$ cat config.mk
export PLATFORM = sky130hd
export DESIGN_NAME = lcfs_top
export DESIGN_NICKNAME = d
export VERILOG_FILES = /design/src/hdl/lcfs_pkg.sv /design/src/hdl/lcfs_top.sv
export VERILOG_INCLUDE_DIRS = /design/src /design/src/hdl
export SDC_FILE = /design/constraint.sdc
export NUM_CORES = 1
export LEC_CHECK = 0
export ABC_CLOCK_PERIOD_IN_PS = 11800
export BUFFER_PORTS_ARGS = -buffer_cell sky130_fd_sc_hd__clkbuf_2
export CAP_MARGIN = 15
export CORE_MARGIN = 1
export CORE_UTILIZATION = 45
export DETAILED_ROUTE_END_ITERATION = 8
export GPL_ROUTABILITY_DRIVEN = 0
export PLACE_DENSITY = 0.69
export SLEW_MARGIN = 25
export SYNTH_ARGS = -nofsm -noshare
export SYNTH_HDL_FRONTEND = slang
export SYNTH_SLANG_ARGS = --single-unit
$ cat constraint.sdc
create_clock -name clock -period 11.8 [get_ports clock]
set_clock_uncertainty 0.05 [all_clocks]
set_input_delay 0 -clock clock [delete_from_list [all_inputs] [get_ports clock]]
set_output_delay 0 -clock clock [all_outputs]
set_load 0.02 [all_outputs]
$ cat src/hdl/lcfs_consts.svh
// offsets, field positions, reset values and timing figures of the laser supervisor
`ifndef LCFS_CONSTS_SVH
`define LCFS_CONSTS_SVH
`define LCFS_CLK_MHZ        50
`define LCFS_INIT_MS        50
`define LCFS_START_MS       200
`define LCFS_CONV_MS        100
`define LCFS_BLANK_STEP_US  500
`define LCFS_OFS_CTRL       8'h00
`define LCFS_OFS_MODSET     8'h04
`define LCFS_OFS_MODDIR     8'h08
`define LCFS_OFS_FMASK      8'h0C
`define LCFS_OFS_BLANK      8'h10
`define LCFS_OFS_LOSTHR     8'h14
`define LCFS_OFS_BIASFLT    8'h18
`define LCFS_OFS_STATUS     8'h1C
`define LCFS_CTRL_RESET     12'h000
`define LCFS_MODSET_RESET   8'h00
`define LCFS_MODDIR_RESET   8'h00
`define LCFS_FMASK_RESET    5'h00
`define LCFS_BLANK_RESET    8'h01
`define LCFS_LOSTHR_RESET   16'h0000
`define LCFS_BIASFLT_RESET  8'hFF
`define LCFS_SAT_BIT        4
`define LCFS_RESP_OKAY      2'h0
`define LCFS_RESP_SLVERR    2'h2
`endif

$ cat src/hdl/lcfs_pkg.sv
// types shared by the laser supervisor
package lcfs_pkg;
   typedef enum logic [2:0] {
      S_INIT,
      S_OFF,
      S_ON,
      S_FAULT
   } lcfs_state_type;
   typedef struct packed {
      logic softwareTxDisable;
      logic tempCompEnable;
      logic loopCalibrationBit;
      logic killOnFault;
      logic lossComparatorDisable;
      logic externalFaultPolarity;
      logic externalFaultInputSel;
      logic feedbackInvert;
      logic shutdownPinPolarity;
      logic biasOutputReferenceSel;
      logic modOutputReferenceSel;
      logic outputEnable;
   } lcfs_cfg_type;
endpackage

$ cat src/hdl/lcfs_top.sv
// laser control and fault supervisor with its AXI4-Lite register slave
// Behaviour
// - loop on: modulation DAC gets table offset plus modulation setpoint.
// - loop off: modulation DAC gets the direct value, no table.
// - modulation reference bit picks ground or supply as DAC reference.
// - about 50ms init before conversions, bus traffic and status polling.
// - first data ready one conversion period after init ends.
// - output enable zero keeps loop off and outputs floating.
// - shutdown pin floats if enable 0, else polarity picks ground or supply.
// - bias and modulation float if enable 0, else reference bit picks rail.
// - laser starts only after start delay and with transmit disable low.
// - start applies compensation if enabled; loop runs only with enable set.
// - transmit disable at power-up: conversions run, laser held off.
// - any unmasked of five fault sources shuts laser, asserts transmit fault.
// - each fault source can be masked away individually.
// - saturation ignored for programmable 0.5ms-step blanking after turn-on.
// - loss set below assert threshold, cleared above higher clear threshold.
// - loss disable turns comparator off and releases the loss pin.
// - status reports loss pin level, whoever drives it.
// - bias fault threshold gets temperature table offset added.
// - fault forces bias and modulation off; shutdown pin only if enabled.
// - select 0: shared pin is push-pull shutdown, active when laser off.
// - select 1: shared pin is external fault input ORed into transmit fault.
// - fault held until transmit disable toggles.
//
// Decided for this implementation: the AXI4-Lite interface to the registers and the register offsets.
`timescale 1ns/1ps
`include "lcfs_consts.svh"
module lcfs_top #(
   parameter int INIT_CYCLES  = `LCFS_INIT_MS * 1000 * `LCFS_CLK_MHZ,
   parameter int START_CYCLES = `LCFS_START_MS * 1000 * `LCFS_CLK_MHZ,
   parameter int CONV_CYCLES  = `LCFS_CONV_MS * 1000 * `LCFS_CLK_MHZ,
   parameter int STEP_CYCLES  = `LCFS_BLANK_STEP_US * `LCFS_CLK_MHZ
) (
   input  wire logic        clock,
   input  wire logic        rst,
   input  wire logic [7:0]  s_axi_awaddr,
   input  wire logic        s_axi_awvalid,
   output logic             s_axi_awready,
   input  wire logic [31:0] s_axi_wdata,
   input  wire logic [3:0]  s_axi_wstrb,
   input  wire logic        s_axi_wvalid,
   output logic             s_axi_wready,
   output logic [1:0]       s_axi_bresp,
   output logic             s_axi_bvalid,
   input  wire logic        s_axi_bready,
   input  wire logic [7:0]  s_axi_araddr,
   input  wire logic        s_axi_arvalid,
   output logic             s_axi_arready,
   output logic [31:0]      s_axi_rdata,
   output logic [1:0]       s_axi_rresp,
   output logic             s_axi_rvalid,
   input  wire logic        s_axi_rready,
   input  wire logic [4:0]  faultIn,
   input  wire logic        txDisable,
   input  wire logic [7:0]  receiveLevelInput,
   input  wire logic [7:0]  modTableOffset,
   input  wire logic [7:0]  biasTableOffset,
   output logic [7:0]       modDac,
   output logic             modShut,
   output logic             modRail,
   output logic             modOeN,
   output logic             biasShut,
   output logic             biasRail,
   output logic             biasOeN,
   output logic             loopActive,
   output logic [7:0]       biasFaultThreshold,
   input  wire logic        laserKillIn,
   output logic             laserKillOutput,
   output logic             laserKillOeN,
   input  wire logic        rxLosIn,
   output logic             rxLosOut,
   output logic             rxLosOeN,
   output logic             txFault,
   output logic             convRun,
   output logic             dataReady
);

   // pins pass two flops; stage one feeds stage two only
   logic [7:0] asyncIn;
   logic [7:0] syncA;
   logic [7:0] syncB;
   assign asyncIn = {rxLosIn, laserKillIn, txDisable, faultIn};
   genvar gi;
   generate
      for (gi = 0; gi < 8; gi++) begin : g_sync
         always_ff @(posedge clock or posedge rst) begin
            if (rst) begin
               syncA[gi] <= 1'b0;
               syncB[gi] <= 1'b0;
            end else begin
               syncA[gi] <= asyncIn[gi];
               syncB[gi] <= syncA[gi];
            end
         end
      end
   endgenerate
   wire [4:0] faultSync = syncB[4:0];
   wire       txDisSync = syncB[5];
   wire       killInSync = syncB[6];
   wire       rxLosPin  = syncB[7];

   // registers
   lcfs_pkg::lcfs_cfg_type cfg;
   logic [7:0]  modSetpoint;
   logic [7:0]  modDirect;
   logic [4:0]  faultMask;
   logic [7:0]  blankSteps;
   logic [15:0] lossThr;
   logic [7:0]  biasFaultNominal;

   // power-on sequencing
   logic [31:0] initCnt;
   logic [31:0] startCnt;
   logic [31:0] convCnt;
   logic        initDone;
   logic        startDone;
   always_ff @(posedge clock or posedge rst) begin
      if (rst) begin
         initCnt   <= 32'h0;
         startCnt  <= 32'h0;
         convCnt   <= 32'h0;
         initDone  <= 1'b0;
         startDone <= 1'b0;
         convRun   <= 1'b0;
         dataReady <= 1'b0;
      end else begin
         if (!initDone) initCnt <= initCnt + 32'h1;
         if (initCnt == INIT_CYCLES - 1) initDone <= 1'b1;
         convRun <= initDone;
         if (convRun && !dataReady) convCnt <= convCnt + 32'h1;
         if (convCnt == CONV_CYCLES - 1) dataReady <= 1'b1;
         if (!startDone) startCnt <= startCnt + 32'h1;
         if (startCnt == START_CYCLES - 1) startDone <= 1'b1;
      end
   end

   // laser state
   lcfs_pkg::lcfs_state_type state;
   lcfs_pkg::lcfs_state_type next_state;
   logic [4:0]  faultLatched;
   logic [31:0] stepCnt;
   logic [7:0]  stepNum;
   logic        txDisPrev;
   wire blankDone = (stepNum >= blankSteps);
   wire [4:0] faultLive = faultSync & ~faultMask;
   wire [4:0] faultNow = {faultLive[4] & blankDone, faultLive[3:0]};
   wire laserOffReq = txDisSync | cfg.softwareTxDisable;
   wire txDisRise = txDisSync & ~txDisPrev;
   always_comb begin
      next_state = state;
      case (state)
         lcfs_pkg::S_INIT:
            if (startDone) next_state = lcfs_pkg::S_OFF;
         lcfs_pkg::S_OFF:
            if (!laserOffReq) next_state = lcfs_pkg::S_ON;
         lcfs_pkg::S_ON:
            if (|faultNow) next_state = lcfs_pkg::S_FAULT;
            else if (laserOffReq) next_state = lcfs_pkg::S_OFF;
         lcfs_pkg::S_FAULT:
            if (txDisRise) next_state = lcfs_pkg::S_OFF;
         default:
            next_state = lcfs_pkg::S_INIT;
      endcase
   end
   always_ff @(posedge clock or posedge rst) begin
      if (rst) begin
         state        <= lcfs_pkg::S_INIT;
         faultLatched <= 5'h00;
         txDisPrev    <= 1'b0;
      end else begin
         state     <= next_state;
         txDisPrev <= txDisSync;
         if (state == lcfs_pkg::S_ON && |faultNow) faultLatched <= faultNow;
         else if (state == lcfs_pkg::S_FAULT && txDisRise) faultLatched <= 5'h00;
      end
   end
   // blanking counts whole 0.5ms steps from turn-on; zero steps means no blanking
   always_ff @(posedge clock or posedge rst) begin
      if (rst) begin
         stepCnt <= 32'h0;
         stepNum <= 8'h00;
      end else if (state != lcfs_pkg::S_ON) begin
         stepCnt <= 32'h0;
         stepNum <= 8'h00;
      end else if (!blankDone) begin
         stepCnt <= (stepCnt == STEP_CYCLES - 1) ? 32'h0 : stepCnt + 32'h1;
         if (stepCnt == STEP_CYCLES - 1) stepNum <= stepNum + 8'h01;
      end
   end

   // output drive
   wire laserOn = (state == lcfs_pkg::S_ON);
   wire extFault = cfg.externalFaultInputSel &
                   (killInSync == cfg.externalFaultPolarity);
   wire inFault = (state == lcfs_pkg::S_FAULT);
   wire [7:0] modOffset = cfg.tempCompEnable ? modTableOffset : 8'h00;
   wire [7:0] biasOffset = cfg.tempCompEnable ? biasTableOffset : 8'h00;
   wire loopOn = cfg.outputEnable & ~cfg.loopCalibrationBit;
   wire [7:0] next_modDac = loopOn ? modSetpoint + modOffset
                                   : modDirect;
   // shutdown pin is active whenever the laser is off, faults only if enabled
   wire killActive = (state == lcfs_pkg::S_INIT) | (state == lcfs_pkg::S_OFF) | laserOffReq |
                     (inFault & cfg.killOnFault);
   wire killDrive = cfg.outputEnable & ~cfg.externalFaultInputSel;
   // loss comparator keeps its state between the two thresholds
   wire losSet = receiveLevelInput < lossThr[7:0];
   wire losClr = receiveLevelInput > lossThr[15:8];
   always_ff @(posedge clock or posedge rst) begin
      if (rst) begin
         modDac             <= 8'h00;
         modShut            <= 1'b1;
         modRail            <= 1'b0;
         modOeN             <= 1'b1;
         biasShut           <= 1'b1;
         biasRail           <= 1'b0;
         biasOeN            <= 1'b1;
         loopActive         <= 1'b0;
         biasFaultThreshold <= 8'h00;
         laserKillOutput    <= 1'b0;
         laserKillOeN       <= 1'b1;
         rxLosOut           <= 1'b0;
         rxLosOeN           <= 1'b1;
         txFault            <= 1'b0;
      end else begin
         modDac   <= next_modDac;
         modShut  <= ~laserOn;
         modRail  <= cfg.modOutputReferenceSel;
         modOeN   <= ~cfg.outputEnable;
         biasShut <= ~laserOn;
         biasRail <= cfg.biasOutputReferenceSel;
         biasOeN  <= ~cfg.outputEnable;
         loopActive <= laserOn & cfg.outputEnable;
         biasFaultThreshold <= biasFaultNominal + biasOffset;
         laserKillOutput <= killActive ? cfg.shutdownPinPolarity
                                       : ~cfg.shutdownPinPolarity;
         laserKillOeN <= ~killDrive;
         if (cfg.lossComparatorDisable) rxLosOut <= 1'b0;
         else if (losSet) rxLosOut <= 1'b1;
         else if (losClr) rxLosOut <= 1'b0;
         rxLosOeN <= cfg.lossComparatorDisable;
         txFault  <= inFault | extFault;
      end
   end

   // AXI4-Lite slave; stalls until init ends
   function automatic logic [31:0] merge(input logic [31:0] oldV,
                                         input logic [31:0] newV,
                                         input logic [3:0]  strb);
      logic [31:0] res;
      res = oldV;
      for (int b = 0; b < 4; b++) begin
         if (strb[b]) res[b*8 +: 8] = newV[b*8 +: 8];
      end
      return res;
   endfunction
   function automatic logic mapped(input logic [7:0] a);
      return a[1:0] == 2'h0 && a <= `LCFS_OFS_STATUS;
   endfunction
   wire wrGo = initDone & s_axi_awvalid & s_axi_wvalid & ~s_axi_awready &
               ~s_axi_bvalid;
   wire rdGo = initDone & s_axi_arvalid & ~s_axi_arready & ~s_axi_rvalid;
   wire [31:0] wm = merge(32'h0, s_axi_wdata, s_axi_wstrb);
   wire [31:0] statusWord = {21'h0, extFault, faultLatched, laserOn,
                             rxLosPin, txFault, dataReady, initDone};
   logic [31:0] rdMux;
   always_comb begin
      case (s_axi_araddr)
         `LCFS_OFS_CTRL:    rdMux = {20'h0, cfg};
         `LCFS_OFS_MODSET:  rdMux = {24'h0, modSetpoint};
         `LCFS_OFS_MODDIR:  rdMux = {24'h0, modDirect};
         `LCFS_OFS_FMASK:   rdMux = {27'h0, faultMask};
         `LCFS_OFS_BLANK:   rdMux = {24'h0, blankSteps};
         `LCFS_OFS_LOSTHR:  rdMux = {16'h0, lossThr};
         `LCFS_OFS_BIASFLT: rdMux = {24'h0, biasFaultNominal};
         `LCFS_OFS_STATUS:  rdMux = statusWord;
         default:           rdMux = 32'h0;
      endcase
   end
   always_ff @(posedge clock or posedge rst) begin
      if (rst) begin
         s_axi_awready    <= 1'b0;
         s_axi_wready     <= 1'b0;
         s_axi_bvalid     <= 1'b0;
         s_axi_bresp      <= `LCFS_RESP_OKAY;
         s_axi_arready    <= 1'b0;
         s_axi_rvalid     <= 1'b0;
         s_axi_rdata      <= 32'h0;
         s_axi_rresp      <= `LCFS_RESP_OKAY;
         cfg              <= `LCFS_CTRL_RESET;
         modSetpoint      <= `LCFS_MODSET_RESET;
         modDirect        <= `LCFS_MODDIR_RESET;
         faultMask        <= `LCFS_FMASK_RESET;
         blankSteps       <= `LCFS_BLANK_RESET;
         lossThr          <= `LCFS_LOSTHR_RESET;
         biasFaultNominal <= `LCFS_BIASFLT_RESET;
      end else begin
         s_axi_awready <= wrGo;
         s_axi_wready  <= wrGo;
         s_axi_arready <= rdGo;
         if (s_axi_bvalid && s_axi_bready) s_axi_bvalid <= 1'b0;
         else if (wrGo) s_axi_bvalid <= 1'b1;
         if (wrGo) s_axi_bresp <= mapped(s_axi_awaddr) ? `LCFS_RESP_OKAY
                                                       : `LCFS_RESP_SLVERR;
         if (s_axi_rvalid && s_axi_rready) s_axi_rvalid <= 1'b0;
         else if (rdGo) s_axi_rvalid <= 1'b1;
         if (rdGo) begin
            s_axi_rdata <= rdMux;
            s_axi_rresp <= mapped(s_axi_araddr) ? `LCFS_RESP_OKAY
                                                : `LCFS_RESP_SLVERR;
         end
         if (wrGo) begin
            case (s_axi_awaddr)
               `LCFS_OFS_CTRL:
                  cfg <= 12'(merge({20'h0, cfg}, wm, s_axi_wstrb));
               `LCFS_OFS_MODSET:  if (s_axi_wstrb[0]) modSetpoint <= wm[7:0];
               `LCFS_OFS_MODDIR:  if (s_axi_wstrb[0]) modDirect <= wm[7:0];
               `LCFS_OFS_FMASK:   if (s_axi_wstrb[0]) faultMask <= wm[4:0];
               `LCFS_OFS_BLANK:   if (s_axi_wstrb[0]) blankSteps <= wm[7:0];
               `LCFS_OFS_LOSTHR:
                  lossThr <= 16'(merge({16'h0, lossThr}, wm, s_axi_wstrb));
               `LCFS_OFS_BIASFLT: if (s_axi_wstrb[0]) biasFaultNominal <= wm[7:0];
               default: ;
            endcase
         end
      end
   end
endmodule // lcfs_top
Word-level counts from Yosys, hierarchy flattened:

Cells that the tools add are included.

* register bits after elaboration: 296
* bits of input ports: 91
* output and inout port bits: 71
* word-level logic and storage cells: 195

* reduce and logical (&&, ||, !) cells: 30
* add/sub/neg operators: 7
* equality and inequality tests: 27
* order comparisons: 5
* muxes and demuxes: 28
* bitwise logic cells: 32

Operators with widths (count)
* $add A32 B1 Y32 const B: 4
* $pmux W16 S8: 1
* $mux W32: 3
* $eq A8 B5 Y1 const B: 7
* $mux W8: 6
* $eq A32 B15 Y1 const B: 1
* $eq A32 B22 Y1 const B: 1
* $eq A32 B23 Y1 const B: 1
* $eq A32 B24 Y1 const B: 1
* $eq A8 B4 Y1 const B: 4
* $reduce_and A3 Y1: 9
* $add A8 B8 Y8: 2
* $eq A8 B3 Y1 const B: 2
* $le A8 B5 Y1 const B: 2
* $logic_not A8 Y1: 2
* $mux W3: 5
* $and A1 B1 Y1: 14
* $pmux W3 S4: 1
* $not A1 Y1: 11
* $mux W5: 2
* $add A8 B1 Y8 const B: 1
* $ge A8 B8 Y1: 1
* $gt A8 B8 Y1: 1
* $lt A8 B8 Y1: 1
* 20 further kinds: 46

Logic depth before layout (Yosys ltp):

* depth after elaboration: 6
* mapped depth: 11
* mapped depth without buffers: 10

Worst setup path before layout:

OpenSTA, ideal clock, no wires.

* kind: flip-flop to flip-flop
* from: register blankSteps[0]
* to: register stepNum[4]
* stages on the path, launching flop included: 9
* clock period less this slack: 2.435 ns
* required time: 11.672 ns
* path buffers: 1
* arrival: 2.307 ns
* path slack: 9.365 ns
* path through: dfstp_2 -> ha_1 -> nand2b_1 -> a2111oi_2 -> or4_1 -> nand2_1 -> buf_4 -> or4_1 -> a21oi_1

* longest elaborated chain between the ends: 3

Ends and longest elaborated chain
* start: declaration: RTL line lcfs_top.sv:108 `logic [7:0] blankSteps;`
* start signal: assignment: RTL line lcfs_top.sv:294 `` blankSteps <= `LCFS_BLANK_RESET; ``
* start signal: assignment: RTL line lcfs_top.sv:319 `` `LCFS_OFS_BLANK: if (s_axi_wstrb[0]) blankSteps <= wm[7:0]; ``
* $ge A8 B8 Y1: RTL line lcfs_top.sv:145 `wire blankDone = (stepNum >= blankSteps);`
* $ne A2 B1 Y1 (no source line)
* $reduce_and A2 Y1 (no source line)
* end signal: assignment: RTL line lcfs_top.sv:188 `if (stepCnt == STEP_CYCLES - 1) stepNum <= stepNum + 8'h01;`
* end: declaration: RTL line lcfs_top.sv:143 `logic [7:0] stepNum;`

Every way passes these cells.
A chain may end at the register's enable or synchronous reset.

Final worst setup path:

* from: register initDone
* to: register faultMask[0]

* longest elaborated chain between the ends: 5

Ends and longest elaborated chain
* start: declaration: RTL line lcfs_top.sv:116 `logic initDone;`
* start signal: assignment: RTL line lcfs_top.sv:123 `initDone <= 1'b0;`
* start signal: assignment: RTL line lcfs_top.sv:129 `if (initCnt == INIT_CYCLES - 1) initDone <= 1'b1;`
* $and A1 B1 Y1 (4 in a row): RTL line lcfs_top.sv:260 `wire wrGo = initDone & s_axi_awvalid & s_axi_wvalid & ~s_axi_awready &`
* named net wrGo: RTL line lcfs_top.sv:260
* $reduce_and A3 Y1 (no source line)
* end signal: assignment: RTL line lcfs_top.sv:293 `` faultMask <= `LCFS_FMASK_RESET; ``
* end signal: assignment: RTL line lcfs_top.sv:318 `` `LCFS_OFS_FMASK: if (s_axi_wstrb[0]) faultMask <= wm[4:0]; ``
* end: declaration: RTL line lcfs_top.sv:107 `logic [4:0] faultMask;`

The timed path passes the listed nets, and every way through them passes these cells.

==> results.ini <==
[layout]
syn_to_final_growth_pct = 19.3
fillerInstances = 2554
mostFrequentLayoutCells = dfrtp_1, nand2_1, clkbuf_2, nor2_1, xnor2_1
num-nets-final = 1606
layout_commonest_cell = dfrtp_1
drive_gt1_share_pct = 18.0

[setup_path]
crit_required_ns = 12.17
slowest_stage = nor3_1
arrival_ns = 3.92
crit_path_start = initDone
r2r-start = initDone
crit_fanout = 10
worstSetupPathType = flip-flop to flip-flop
cp-end-kind = flip-flop
slowest_delay_ns = 0.75
cp-start-kind = flip-flop
cp_cell_sequence = nand3_1, dlygate4sd3_1, nor3_4, nand4b_1, nor3_1, mux2_2

[sta]
final_max_slew_viol_count = 0
rsz0062_at_grt = false
min_period_ns = 3.55
max_slew_margin_pct = 36.6
fmax_mhz = 282
hold_viol = 0
worstMarginPinSlew_ns = 0.949
period_share_pct = 30.1
finalSetupViolCount = 0
totalNegativeSetupSlack_ns = 0

[clock_tree]
htreeDepth = 1
cts-root-buf = clkbuf_16
cts.clk_slew.worst_paths_ns = 0.06
clock-sinks = 277
tritoncts = done
clock_path_buffers = 3
cts_buffers = 30
ctsResizeCount = 0
clock_latency_ns = 0.55

[logic_synthesis]
syn_area_mm2 = 0.0134
async_flop_share_pct = 100
synth_ff_type = dfrtp_1
synth_cell_types = 73
synth_edf_count = 0
synth_seq_cells = 277
synth_area_per_cell_um2 = 10.5
yosys_warnings = 0
yosysSeqAreaShare_pct = 51.7
syn_inst = 1280

[drt]
wl_per_cell_um = 17.5
antenna_left = 0
vias_per_cell = 5.47
dr.pass1.iters = 5
drt_iter0_drc = 648
drc_errors = 0
vias = 10300
routed_wl_um = 33000

[floorplan]
initial_core_util_pct = 46.4
die_y_um = 175
fp.dieW_um = 175
die-area_mm2 = 0.0306
core_region_area_mm2 = 0.0290
ioPinCount = 162
fp-row-count = 62

[pwr]
power_density_mw_per_mm2 = 125
ir_worst_vdd_uv = 98.7
p_leak_uw = 0.00741
finalPower_uw = 2000

[global_routing]
grtUsageTotal_pct = 21.9
overflow = 0
antenna_found_initial = 1
grt_start_max_net_pins = 128
grt_pass1_vias = 10400
grt_pass1_wl_um = 53600

[hold_path]
holdCritStartpoint = modTableOffset[5]
min-delay-path-class = primary input to flip-flop

[job]
max_cap_viol_count = 0

[place]
io_buffers = 125
dp_hpwl_um = 23400

[outcome]
status = finished, final reports clean

cell usage after synthesis, types with 3 or more instances:
master,count,share of area [%]
nor4b_1,11,0.72
xnor2_1,79,5.1
a221oi_1,5,0.33
a31oi_1,8,0.37
nor3_2,4,0.30
and3_1,19,0.88
nand3_1,59,2.2
nand4_1,36,1.7
a22o_1,4,0.26
nor2_1,86,2.4
xor2_1,43,2.8
clkbuf_1,19,0.53
o22ai_1,5,0.23
nor2b_1,8,0.37
dfstp_2,13,2.5
and2_1,16,0.74
a21o_1,9,0.50
ha_1,42,3.9
o21a_1,4,0.22
buf_4,24,1.3
o41ai_1,4,0.26
a22oi_1,17,0.95
nor3_1,31,1.2
nand3b_1,6,0.33
o2bb2ai_1,4,0.26
o31ai_1,14,0.78
and4_1,10,0.65
buf_2,3,0.11
dfrtp_1,264,49
inv_1,50,1.4
or3_1,9,0.42
or4_1,9,0.50
nand2_1,134,3.7
nor2_2,4,0.19
nor4_1,20,0.93
mux2_2,46,3.9
o21bai_1,3,0.17
nand2b_1,12,0.56
a21oi_1,34,1.3
or2_2,3,0.14
o21ai_0,70,2.6
kinds of logic after synthesis:
logic type	share of synthesized area, %
other cells	0.0279
xor+xnor	7.95
compound gates	9.29
flops	51.7
buf+inv	3.52
fa+ha+maj	4.28
mux	4.34
simple gates	18.9
worst max-delay path: cells and delay by family (launching register included):
family / cells / cell delay [ns]
buf+inv: 1 / 0.67
flops: 1 / 0.68
mux: 1 / 0.42
simple gates: 4 / 1.61
cell type report:
class,count,area (um2),area share [%]
Antenna cell,1,2.50,0.0156
Sequential cell,277,6950,43.3
Clock inverter,13,168,1.05
Clock buffer,42,867,5.41
Timing Repair Buffer,189,1260,7.87
Multi-Input combinational cell,921,6110,38.1
Tap cell,384,480,3.00
Inverter,52,203,1.26
registers in the layout (all words and copies together), names as in the netlist, 2 cells and up:
register            flops
modDirect               8
startCnt               32
modSetpoint             8
stepNum                 8
initCnt                32
biasFaultNominal        8
faultSync               5
state                   2
stepCnt                32
lossThr                16
s_axi_rdata            16
convCnt                32
faultLatched            5
faultMask               5
blankSteps              8
cfg                    12
syncA                   8
modDac                  8
biasFaultThreshold      8
final timing paths:
| check | end | slack (ns) | depth (start not counted) |
|---|---|---|---|
| max in group asynchronous | initCnt[15] | 10.24 | 5 |
| min in group asynchronous | s_axi_wready | 0.15 | 3 |
| min | modDac[5] | 0.04 | 5 |
| min reg2reg | faultSync[1] | 0.30 | 0 |
| max reg2reg | faultMask[0] | 8.25 | 6 |
| max | faultMask[0] | 8.25 | 6 |
repair_timing:
item / 4_1_cts / 5_1_grt
endpoints found under the setup margin: 0 / 0
endpoints found under the hold margin: 217 / 0
setup buffers: 0 / 0
hold buffers: 56 / 0
metal layers:
metal  track usage (%)  vias up  wire (um)
li1                  -     4893          -
met1              29.9     5015      14800
met2              36.0      298      15500
met3              2.68       67       1700
met4              7.39        0        992
met5                 0        -          0
stage by stage:
| step | std cells | util, % | hold WS [ns] | instance area, um2 | worst slack, ns |
|---|---|---|---|---|---|
| 2_1_floorplan | 1297 | - | -0.0186 | 13500 | 4.13 |
| 3_3_place_gp | 1766 | 49.7 | 0.0596 | 14400 | 8.32 |
| 3_5_place_dp | 1766 | 49.7 | 0.0596 | 14400 | 8.25 |
| 4_1_cts | 1877 | 55.2 | 0.00832 | 16000 | 8.21 |
| 5_1_grt | 1878 | 55.3 | 0.0326 | 16000 | 7.96 |
| 6_report | 1879 | 55.3 | 0.0352 | 16000 | 8.25 |
where the power goes:
group | total (uW) | switching, uW | internal, uW
sequential | 955 | 1.99 | 953
combinational | 71.0 | 45.4 | 25.5
clock | 978 | 381 | 597
Power figures use the tool's default switching activity.
